[src/step_dir_pkg.sv]
// Purpose: constants and types of the step/direction microstep sequencer
// Assumes: one system clock, synchronous active-high reset
// Notes: the sine table holds one quarter wave; the rest is derived by symmetry
//
// Summary of operation
// - only rising step edges and changes to coarser resolution move the sequencer; falling edges do nothing.
// - step and direction pass a two-flop synchroniser before any logic reads them.
// - position runs over a 1024-entry sine table, one electrical turn, four fullsteps.
// - each step edge adds width when direction low, subtracts it when high.
// - width is one entry at finest resolution, doubling per halving up to 256.
// - on change to coarser resolution, jump to the nearest valid position.
// - fullstep visits only 128, 384, 640 and 896, moving 256 per step.
// - half step starts at 64 by 128; quarter step starts at 32 by 64.
// - each step edge is interpolated into single-entry microsteps at 256x resolution.
// - last step interval is timed in clocks and split into equal microstep spacings.
// - step intervals beyond 2^20 clocks count as standstill.
// - standstill requests standby current reduction only when power-down select allows.
// - standstill flag sets on standstill and clears at the next step edge.
// - new rate adopted after one interval; pending microsteps abandoned at next edge.
// - index output is active where coil A sine crosses zero going positive.
// - position wraps from 1023 to 0 and back.
package step_dir_pkg;

    // ------------------------------------------------------------
    // position and resolution
    // ------------------------------------------------------------
    localparam int POS_W = 10;
    localparam logic [9:0] POS_RESET = 10'h000;
    localparam logic [9:0] QUARTER_TURN = 10'h100;
    localparam int RES_W = 4;
    localparam logic [3:0] RES_RESET = 4'h0;
    localparam logic [3:0] RES_FULLSTEP = 4'h8;

    // ------------------------------------------------------------
    // timing
    // ------------------------------------------------------------
    localparam int INTERVAL_W = 21;
    localparam int STANDSTILL_CLKS = 2 ** 20;

    // ------------------------------------------------------------
    // coil current
    // ------------------------------------------------------------
    localparam logic signed [8:0] AMP_MAX = 9'sh0ff;
    localparam logic signed [8:0] AMP_ZERO = 9'sh000;

    // quarter sine, 33 points at 8-entry spacing, full scale 255
    localparam logic [7:0] SINE_QUARTER [0:32] = '{
        8'h00, 8'h0d, 8'h19, 8'h25, 8'h32, 8'h3e, 8'h4a, 8'h56,
        8'h62, 8'h6d, 8'h78, 8'h83, 8'h8e, 8'h98, 8'ha2, 8'hab,
        8'hb4, 8'hbd, 8'hc5, 8'hcd, 8'hd4, 8'hdb, 8'he1, 8'he7,
        8'hec, 8'hf0, 8'hf4, 8'hf7, 8'hfa, 8'hfc, 8'hfe, 8'hff,
        8'hff};

    typedef struct packed {
        logic signed [8:0] coil_a;
        logic signed [8:0] coil_b;
    } coil_current_t;

endpackage : step_dir_pkg

[src/step_dir_microstep_sequencer.sv]
// Purpose: step/direction front end with microstep table sequencer and interpolator
// Assumes: all pin inputs are asynchronous to clk_sys
// Notes: outputs are registered; coil values use linear interpolation of a quarter table
`timescale 1ns/1ns
module step_dir_microstep_sequencer #(
    parameter int STANDSTILL_LIMIT = step_dir_pkg::STANDSTILL_CLKS
) (
    // clock and reset
    input wire logic clk_sys,
    input wire logic srst,
    // step and direction pins
    input wire logic step_in,
    input wire logic dir_in,
    // configuration pins
    input wire logic [step_dir_pkg::RES_W-1:0] resolution,
    input wire logic interpolate_en,
    input wire logic power_down_select,
    // position and currents
    output logic [step_dir_pkg::POS_W-1:0] microstep_position,
    output step_dir_pkg::coil_current_t coil_current,
    // status
    output logic index_out,
    output logic standstill,
    output logic standby_request
);
    import step_dir_pkg::*;

    localparam int SYNC_W = RES_W + 4;
    localparam logic [INTERVAL_W-1:0] LIMIT = INTERVAL_W'(STANDSTILL_LIMIT);

    logic [SYNC_W-1:0] sync_meta;
    logic [SYNC_W-1:0] sync_q;
    logic step_s;
    logic dir_s;
    logic interp_s;
    logic pdn_s;
    logic [RES_W-1:0] res_s;
    logic [RES_W-1:0] res_clip;
    logic [RES_W-1:0] res_prev;
    logic [RES_W-1:0] res_step;
    logic step_prev;
    logic step_edge;
    logic coarser;
    logic [POS_W-1:0] width;
    logic [POS_W-1:0] target;
    logic [POS_W-1:0] base;
    logic [POS_W-1:0] next_target;
    logic [POS_W-1:0] next_pos;
    logic dir_latched;
    logic [INTERVAL_W-1:0] interval_cnt;
    logic [INTERVAL_W-1:0] last_interval;
    logic [INTERVAL_W-1:0] spacing;
    logic [INTERVAL_W-1:0] tick_cnt;
    logic tick;
    logic standstill_hit;

    // ------------------------------------------------------------
    // helpers
    // ------------------------------------------------------------
    // nearest grid point of a coarser width: the centre of the cell the position is in
    function automatic logic [POS_W-1:0] snap_to_grid(input logic [POS_W-1:0] pos,
                                                     input logic [POS_W-1:0] w);
        if (w == 10'h001) begin
            return pos;
        end
        return (pos & ~(w - 10'h001)) | (w >> 1);
    endfunction : snap_to_grid

    function automatic logic signed [8:0] sine_at(input logic [POS_W-1:0] pos);
        logic [8:0] ph;
        logic [5:0] k;
        logic [5:0] k1;
        logic [2:0] frac;
        logic [11:0] mix;
        logic signed [8:0] mag;
        ph = pos[8] ? (9'h100 - {1'b0, pos[7:0]}) : {1'b0, pos[7:0]};
        k = ph[8:3];
        frac = ph[2:0];
        k1 = (k == 6'h20) ? k : k + 6'h01;
        mix = {4'h0, SINE_QUARTER[k]} * (12'h008 - {9'h000, frac})
            + {4'h0, SINE_QUARTER[k1]} * {9'h000, frac};
        mag = {1'b0, mix[10:3]};
        return pos[9] ? -mag : mag;
    endfunction : sine_at

    // ------------------------------------------------------------
    // pin synchroniser
    // ------------------------------------------------------------
    always_ff @(posedge clk_sys) begin
        if (srst) begin
            sync_meta <= '0;
            sync_q <= '0;
        end else begin
            sync_meta <= {step_in, dir_in, interpolate_en, power_down_select, resolution};
            sync_q <= sync_meta;
        end
    end

    assign step_s = sync_q[SYNC_W-1];
    assign dir_s = sync_q[SYNC_W-2];
    assign interp_s = sync_q[SYNC_W-3];
    assign pdn_s = sync_q[SYNC_W-4];
    assign res_s = sync_q[RES_W-1:0];

    // ------------------------------------------------------------
    // edge and resolution tracking
    // ------------------------------------------------------------
    always_ff @(posedge clk_sys) begin
        if (srst) begin
            step_prev <= 1'b0;
            res_prev <= RES_RESET;
        end else begin
            step_prev <= step_s;
            res_prev <= res_clip;
        end
    end

    assign step_edge = step_s & ~step_prev;
    // codes above fullstep are treated as fullstep
    assign res_clip = (res_s > RES_FULLSTEP) ? RES_FULLSTEP : res_s;
    assign coarser = res_clip > res_prev;
    assign width = 10'h001 << res_clip;
    assign base = coarser ? snap_to_grid(target, width) : target;

    // ------------------------------------------------------------
    // step interval timing
    // ------------------------------------------------------------
    assign standstill_hit = (interval_cnt == LIMIT);

    always_ff @(posedge clk_sys) begin
        if (srst) begin
            interval_cnt <= LIMIT;
            last_interval <= LIMIT;
            res_step <= RES_RESET;
            dir_latched <= 1'b0;
        end else if (step_edge) begin
            interval_cnt <= '0;
            last_interval <= interval_cnt;
            res_step <= res_clip;
            dir_latched <= dir_s;
        end else if (!standstill_hit) begin
            interval_cnt <= interval_cnt + 21'h000001;
        end
    end

    // spacing is one share of the last interval per table entry of the step
    always_comb begin
        spacing = last_interval >> res_step;
        if (spacing == '0) begin
            spacing = 21'h000001;
        end
    end

    assign tick = (tick_cnt >= spacing - 21'h000001);

    always_ff @(posedge clk_sys) begin
        if (srst || step_edge || tick) begin
            tick_cnt <= '0;
        end else begin
            tick_cnt <= tick_cnt + 21'h000001;
        end
    end

    // ------------------------------------------------------------
    // sequencer and interpolator
    // ------------------------------------------------------------
    always_comb begin
        next_target = base;
        if (step_edge) begin
            next_target = dir_s ? base - width : base + width;
        end
    end

    always_comb begin
        next_pos = microstep_position;
        if (step_edge) begin
            // whatever is still pending is dropped here, a small jump
            next_pos = interp_s ? base : next_target;
        end else if (coarser || !interp_s || standstill_hit) begin
            next_pos = base;
        end else if (tick && microstep_position != target) begin
            // one table entry per tick, in the direction of the last edge
            next_pos = dir_latched ? microstep_position - 10'h001
                                   : microstep_position + 10'h001;
        end
    end

    always_ff @(posedge clk_sys) begin
        if (srst) begin
            target <= POS_RESET;
            microstep_position <= POS_RESET;
        end else begin
            target <= next_target;
            microstep_position <= next_pos;
        end
    end

    // ------------------------------------------------------------
    // coil currents and index
    // ------------------------------------------------------------
    always_ff @(posedge clk_sys) begin
        if (srst) begin
            coil_current.coil_a <= AMP_ZERO;
            coil_current.coil_b <= AMP_MAX;
            index_out <= 1'b1;
        end else begin
            coil_current.coil_a <= sine_at(next_pos);
            coil_current.coil_b <= sine_at(next_pos + QUARTER_TURN);
            index_out <= (next_pos == POS_RESET);
        end
    end

    // ------------------------------------------------------------
    // standstill and standby
    // ------------------------------------------------------------
    always_ff @(posedge clk_sys) begin
        if (srst) begin
            standstill <= 1'b0;
        end else if (step_edge) begin
            standstill <= 1'b0;
        end else if (standstill_hit) begin
            standstill <= 1'b1;
        end
    end

    always_ff @(posedge clk_sys) begin
        if (srst) begin
            standby_request <= 1'b0;
        end else begin
            standby_request <= standstill & pdn_s;
        end
    end
endmodule : step_dir_microstep_sequencer

[config.mk]
export PLATFORM = sky130hd
export DESIGN_NAME = step_dir_microstep_sequencer
export DESIGN_NICKNAME = d
export VERILOG_FILES = /design/src/step_dir_pkg.sv /design/src/step_dir_microstep_sequencer.sv
export SDC_FILE = /design/constraint.sdc
export NUM_CORES = 1
export LEC_CHECK = 0
export ABC_AREA = 1
export BUFFER_PORTS_ARGS = -buffer_cell sky130_fd_sc_hd__buf_4
export CORE_AREA = 5 5 170 156
export DETAILED_ROUTE_END_ITERATION = 12
export DIE_AREA = 0 0 175 161
export HOLD_SLACK_MARGIN = 0.15
export PLACE_DENSITY_LB_ADDON = 0.25
export SYNTH_ARGS = -nofsm -noshare
export SYNTH_HDL_FRONTEND = slang
export SYNTH_SLANG_ARGS = --single-unit
[constraint.sdc]
create_clock -name clk_sys -period 12.23 [get_ports clk_sys]
set_input_delay 0.6115 -clock clk_sys [delete_from_list [all_inputs] [get_ports clk_sys]]
set_output_delay 0.6115 -clock clk_sys [all_outputs]
set_load 0.05 [all_outputs]
==> metrics, run 1 <==
Hold WC Path Type=primary input to flip-flop; Critical Path Fanout Max=22; clock slew at reported path FFs=0.06 ns; vias in the first global route=13.1k; Post-Place Worst Slack=0.0792 ns; Worst slew margin=44.6%; synthesized area=0.0142 sq mm; Detail Route Antenna Nets=0; fin crit share=94.2%; Required @ worst endpoint=12.56 ns; Final Hold Fails=0; First DRT Iteration DRCs=1081; Clock Latency Late Sink=0.44 ns; num ports=41; Clock Tree Buf Depth=2; TritonCTS clock tree=done; Mapped Nets=2381; Setup crit end=coil_current[16]; initial antenna violation count=0; Commonest cells post-synth=nand2_1 (489), inv_1 (356), nor2_1 (238); yosys warns=0; Seq/Total Area, Yosys=18.3%; fin nets=2427; wire per inst=14.5 um; Worst Setup End Kind=flip-flop; core box area=0.0246 sq mm; Final WS setup=0.708 ns; via count=13.9k; pin count of the biggest net entering global routing=45; fillers=2253; Worst EP arrival=11.85 ns; Clock Skews=0.0114 ns; Initial Util=57.7%; Die Y=161 um; reg2reg end=coil_current[16]; final hold slack=0.374 ns; worst reg-to-reg path cell count=72; first-pass GRT wire length=61.2 mm; Site Rows=55; ys async rst share=0%; Post-synth EDFFs=0; CTS Root Cell=clkbuf_16; slowest stage cell, crit path=fa_1; crit path time final=11.52 ns; fmax=0.0868 GHz; cell type contributing the most total cell area after synthesis=dfxtp_1; via-per-instance ratio=5.47; # H-tree levels=4; Unique masters post-synth=60; Slew @ Worst Pin=0.826 ns; CP Depth=72; cell mode on critical path=inv_1; Synth area leaders=dfxtp_1 (18%), nand2_1 (13%), ha_1 (11%); DRC=0; run status=completed; Post-CTS Hold Buffers=0; die area=0.0282 sq mm; area growth from synthesis to layout=11.5%; Die Span X=175 um; share of layout cells above drive strength 1=11.2%; dominant synthesized flop cell=dfxtp_1; max capacitance violation total=0; Critical Path Source=res_step[0]; # setup viols final=0; gr ovfl total=0; top-area cell type share of the netlist area=18.3%; #FFs+latches synth=130; R2R Path Start=res_step[0]; most common cell in the netlist=nand2_1; DRT Wirelength=36.9 mm; Startpoint Class=flip-flop; IO Port Bufs=40; pins over their slew limit=0; internal reg-to-reg setup slack=0.71 ns; Avg Inst Size Synth=6.54 sq um; Max stage delay on crit path=0.55 ns; Worst Path Class, Setup=flip-flop to flip-flop; post-synthesis instance total=2175; Total GRT Usage=25.7%; Top delay family on crit path=simple AND/OR/NAND/NOR gates; clock sinks=130; HPWL after DPL=28.9 mm; Initial DRT Pass Iterations=5; GP Congestion=0.896; CTS Buf Count=17; WP buf/inv=15
## routing by layer
metal	GRT usage, %	part of all wire, %	vias to the layer above
met5	0	0	-
met4	7.85	2.2	0
met3	3.81	5.3	59
met2	44.0	47	389
met1	33.8	45	6412
li1	-	-	7060
## through the flow
stage,utilization [%],instance area [sq um],instances,setup TNS (ns)
2_1_floorplan,-,14200,2175,0
3_3_place_gp,60.4,14900,2499,0
3_5_place_dp,60.4,14900,2499,0
4_1_cts,62.9,15500,2530,0
5_1_grt,64.3,15900,2546,-0.838
6_report,64.4,15900,2547,0
## worst min-delay path by stage
stage | start | slack [ns] | end | depth (start not counted)
final | step_in | 0.37 | sync_meta[7] | 3
after global routing | resolution[3] | 0.39 | sync_meta[3] | 3
after global placement | sync_meta[4] | 0.39 | sync_q[4] | 2
after CTS | interpolate_en | 0.36 | sync_meta[5] | 3
after detailed placement | sync_meta[3] | 0.40 | sync_q[3] | 2
after floorplan | sync_meta[0] | 0.39 | sync_q[0] | 2
## area by class of cell
type                            count  area (sq um)  share of cell area (%)
Sequential cell                   130          2600                    16.4
Multi-Input combinational cell   1608         10100                    63.9
Tap cell                          313           392                    2.47
Inverter                          386          1460                    9.18
Clock buffer                       20           457                    2.88
Antenna cell                        1          2.50                  0.0158
Timing Repair Buffer               78           632                    3.99
Clock inverter                     11           178                    1.12
## registers in the layout (all words and copies together) (netlist names), 4 cells and up
signal / flops
res_prev: 4
sync_q: 8
last_interval: 21
sync_meta: 8
tick_cnt: 21
interval_cnt: 21
microstep_position: 10
coil_current: 18
res_step: 4
target: 10
## worst register-to-register path: cells and delay by family, from the launching register on
family | cells | cell delay (ns)
buffers and inverters | 15 | 1.49
muxes | 1 | 0.19
adders and majority gates | 9 | 3.44
xor gates and xnor gates | 4 | 0.54
and+or+nand+nor | 30 | 3.72
AOI/OAI and AO/OA | 13 | 1.72
DFF | 1 | 0.34
## kinds of logic after synthesis
family / Yosys count / synth area share [%]
muxes: 8 / 0.563
DFF: 130 / 18.3
and+or+nand+nor: 1018 / 31.6
xor gates and xnor gates: 57 / 3.51
AOI/OAI and AO/OA: 328 / 13.3
adders and majority gates: 196 / 20.9
buffers and inverters: 438 / 11.8
## placed cells by master (no fill, tap or decap), types with 9 or more instances in the layout
| cell type | n |
|---|---|
| clkbuf_16 | 18 |
| xor2_1 | 40 |
| ha_1 | 123 |
| or2_2 | 10 |
| xnor2_1 | 17 |
| nor2_1 | 232 |
| inv_2 | 24 |
| nand2_1 | 483 |
| o21ai_0 | 106 |
| o21ai_1 | 25 |
| nand3_1 | 132 |
| inv_1 | 356 |
| nand2_2 | 34 |
| fa_1 | 69 |
| nor2_2 | 12 |
| a21oi_1 | 94 |
| nand3_2 | 11 |
| o22ai_1 | 34 |
| nor3_1 | 25 |
| dfxtp_1 | 129 |
| o211ai_1 | 13 |
| nand4_1 | 32 |
| buf_4 | 74 |
| nor2_4 | 9 |
## repair_timing
| item | CTS | global route |
|---|---|---|
| setup endpoints to repair | 0 | 16 |
| hold endpoints to repair | 0 | 0 |
| setup buffers | 0 | 14 |
| resized for setup | 0 | 65 |
Power of run 1 is left out: the tool's default activity adds up to more than one toggle a clock period on the data nets, which glitch-free logic cannot reach.
==> run 2, diff against run 1 <==
--- a/config.mk
+++ b/config.mk
@@ -5,7 +5,7 @@
 export SDC_FILE = /design/constraint.sdc
 export NUM_CORES = 1
 export LEC_CHECK = 0
-export ABC_AREA = 1
+export ABC_AREA = 0
 export BUFFER_PORTS_ARGS = -buffer_cell sky130_fd_sc_hd__buf_4
 export CORE_AREA = 5 5 170 156
 export DETAILED_ROUTE_END_ITERATION = 12
==> metrics, run 2 <==
HPWL after DPL=28.3 mm (was 28.9 mm); most frequent cells in the layout=nor2_1 (253), nand2_1 (197), buf_4 (155) (was nand2_1 (483), inv_1 (356), nor2_1 (232)); endpoint of the worst hold path=sync_meta[5] (was sync_meta[7]); Detail Route Antenna Nets=0 (unchanged); wire per inst=16.5 um (was 14.5 um); Worst Setup End Kind=flip-flop (unchanged); fin nets=2159 (was 2427); final hold slack=0.392 ns (was 0.374 ns); yosys warns=0 (unchanged); IO Port Bufs=40 (unchanged); Die Y=161 um (unchanged); # H-tree levels=4 (unchanged); via count=13.5k (was 13.9k); First DRT Iteration DRCs=1364 (was 1081); Clock Tree Buf Depth=2 (unchanged); fin crit share=97.5% (was 94.2%); top-area cell type share of the netlist area=18.3% (about the same); Worst Min Path Start=interpolate_en (was step_in); cell mode on critical path=nor2_2 (was inv_1); clock sinks=130 (unchanged); Clock Skews=0.0141 ns (was 0.0114 ns); Commonest cells post-synth=nor2_1 (262), nand2_1 (201), inv_1 (148) (was nand2_1 (489), inv_1 (356), nor2_1 (238)); dominant synthesized flop cell=dfxtp_1 (unchanged); Initial DRT Pass Iterations=6 (was 5); Worst slew margin=34.1% (was 44.6%); ANT cells=0 (was 1); CTS Buf Count=17 (unchanged); TritonCTS clock tree=done (unchanged); CTS Root Cell=clkbuf_16 (unchanged); Total GRT Usage=25.8% (was 25.7%); Final Hold Fails=0 (unchanged); first-pass GRT wire length=61.6 mm (was 61.2 mm); internal reg-to-reg setup slack=0.31 ns (was 0.71 ns); R2R Path Start=res_step[0] (unchanged); pin count of the biggest net entering global routing=73 (was 45); Die Span X=175 um (unchanged); Initial Util=57.7% (about the same); Hold Path Stages=2 (was 3); synthesized area=0.0142 sq mm (about the same); reg2reg end=coil_current[8] (was coil_current[16]); Avg Inst Size Synth=7.70 sq um (was 6.54 sq um); DRT Wirelength=37.7 mm (was 36.9 mm); num ports=41 (unchanged); Slew @ Worst Pin=0.981 ns (was 0.826 ns); Clock Latency Late Sink=0.43 ns (was 0.44 ns); most common cell in the netlist=nor2_1 (was nand2_1); via-per-instance ratio=5.94 (was 5.47); fillers=1984 (was 2253); #FFs+latches synth=130 (unchanged); ys async rst share=0% (unchanged); Seq/Total Area, Yosys=18.3% (about the same); Hold WC Path Type=primary input to flip-flop (unchanged); clock slew at reported path FFs=0.06 ns (about the same); Unique masters post-synth=99 (was 60); core box area=0.0246 sq mm (unchanged); initial antenna violation count=0 (unchanged); Synth area leaders=dfxtp_1 (18%), ha_1 (11%), fa_1 (9.9%) (was dfxtp_1 (18%), nand2_1 (13%), ha_1 (11%)); post-synthesis instance total=1844 (was 2175); Required @ worst endpoint=12.54 ns (was 12.56 ns); max capacitance violation total=0 (unchanged); # setup viols final=0 (unchanged); slowest stage cell, crit path=mux4_2 (was fa_1); GP Congestion=0.943 (was 0.896); Critical Path Fanout Max=8 (was 22); Startpoint Class=flip-flop (unchanged); Worst Path Class, Setup=flip-flop to flip-flop (unchanged); pins over their slew limit=0 (unchanged); die area=0.0282 sq mm (unchanged); worst reg-to-reg path cell count=58 (was 72); commonest non-fill, non-tap cell in the layout=nor2_1 (was nand2_1); DRC=0 (unchanged); share of layout cells above drive strength 1=18.6% (was 11.2%); Mapped Nets=2050 (was 2381); Site Rows=55 (unchanged); area growth from synthesis to layout=18.6% (was 11.5%); Post-synth EDFFs=0 (unchanged); crit path time final=11.92 ns (was 11.52 ns); cell type contributing the most total cell area after synthesis=dfxtp_1 (unchanged); Worst EP arrival=12.23 ns (was 11.85 ns); fmax=0.0839 GHz (was 0.0868 GHz); run status=completed (unchanged); gr ovfl total=0 (unchanged); biggest regs=interval_cnt x21, last_interval x21, tick_cnt x21 (unchanged); Max stage delay on crit path=0.52 ns (was 0.55 ns); vias in the first global route=12.8k (was 13.1k)
-- run 2: kinds of logic after synthesis --
logic type	share of synthesized area (%)
and+or+nand+nor	23.4
xor gates and xnor gates	8.16
adders and majority gates	21.0
DFF	18.3
buffers and inverters	6.32
muxes	3.80
AOI/OAI and AO/OA	19.0
-- run 2: worst max-delay path, delay by kind of cell (launching register included) --
kind | cells | cell delay (ns)
XOR/XNOR | 4 | 0.92
multiplexers | 3 | 0.94
AND/OR/NAND/NOR | 24 | 3.71
buffers and inverters | 8 | 0.82
adder cells (fa/ha/maj) | 7 | 2.57
AO/OA/AOI/OAI | 12 | 2.38
flip-flops | 1 | 0.39
-- run 2: per-layer routing --
layer	global-route usage, %	part of all wire, %	wire [um]
met3	2.53	4.5	1710
met5	0	0	0
met2	44.6	50	18700
met1	34.3	43	16300
met4	7.89	2.5	950
-- run 2: what timing repair did --
item	in CTS	in global routing
hold buffers	0	0
gates cloned	0	3
setup buffers	3	31
pin swaps	2	57
setup endpoints to repair	4	15
resized for setup	9	134
-- run 2: how the worst max path moves through the flow --
stage           startpoint               end  slack, ns  cells past startpoint
2_1_floorplan  res_step[1]   coil_current[8]       0.02                     60
3_3_place_gp   res_step[1]  coil_current[16]       0.05                     60
3_5_place_dp   res_step[1]  coil_current[16]      -0.27                     60
4_1_cts        res_step[0]  coil_current[16]       0.02                     57
5_1_grt        res_step[0]   coil_current[8]      -0.27                     63
6_report       res_step[0]   coil_current[8]       0.31                     58
-- run 2: final cells by class --
cell class	instances	area, sq um	share of cell area, %
Multi-Input combinational cell	1484	11300	67.1
Clock buffer	17	425	2.53
Timing Repair Buffer	166	1320	7.82
Sequential cell	130	2610	15.5
Clock inverter	14	203	1.20
Tap cell	313	392	2.33
Inverter	154	587	3.48
-- run 2: through the flow --
stage	std cells	util [%]	setup WS (ns)	setup TNS (ns)	area (sq um)
after floorplan	1844	-	0.0176	0	14300
after global placement	2210	62.2	0.0478	0	15300
after detailed placement	2210	62.2	-0.268	-0.460	15300
after CTS	2244	64.9	0.0234	0	16000
after global routing	2278	68.4	-0.267	-0.924	16800
final	2278	68.4	0.309	0	16800
Power of run 2 is left out for the same reason.
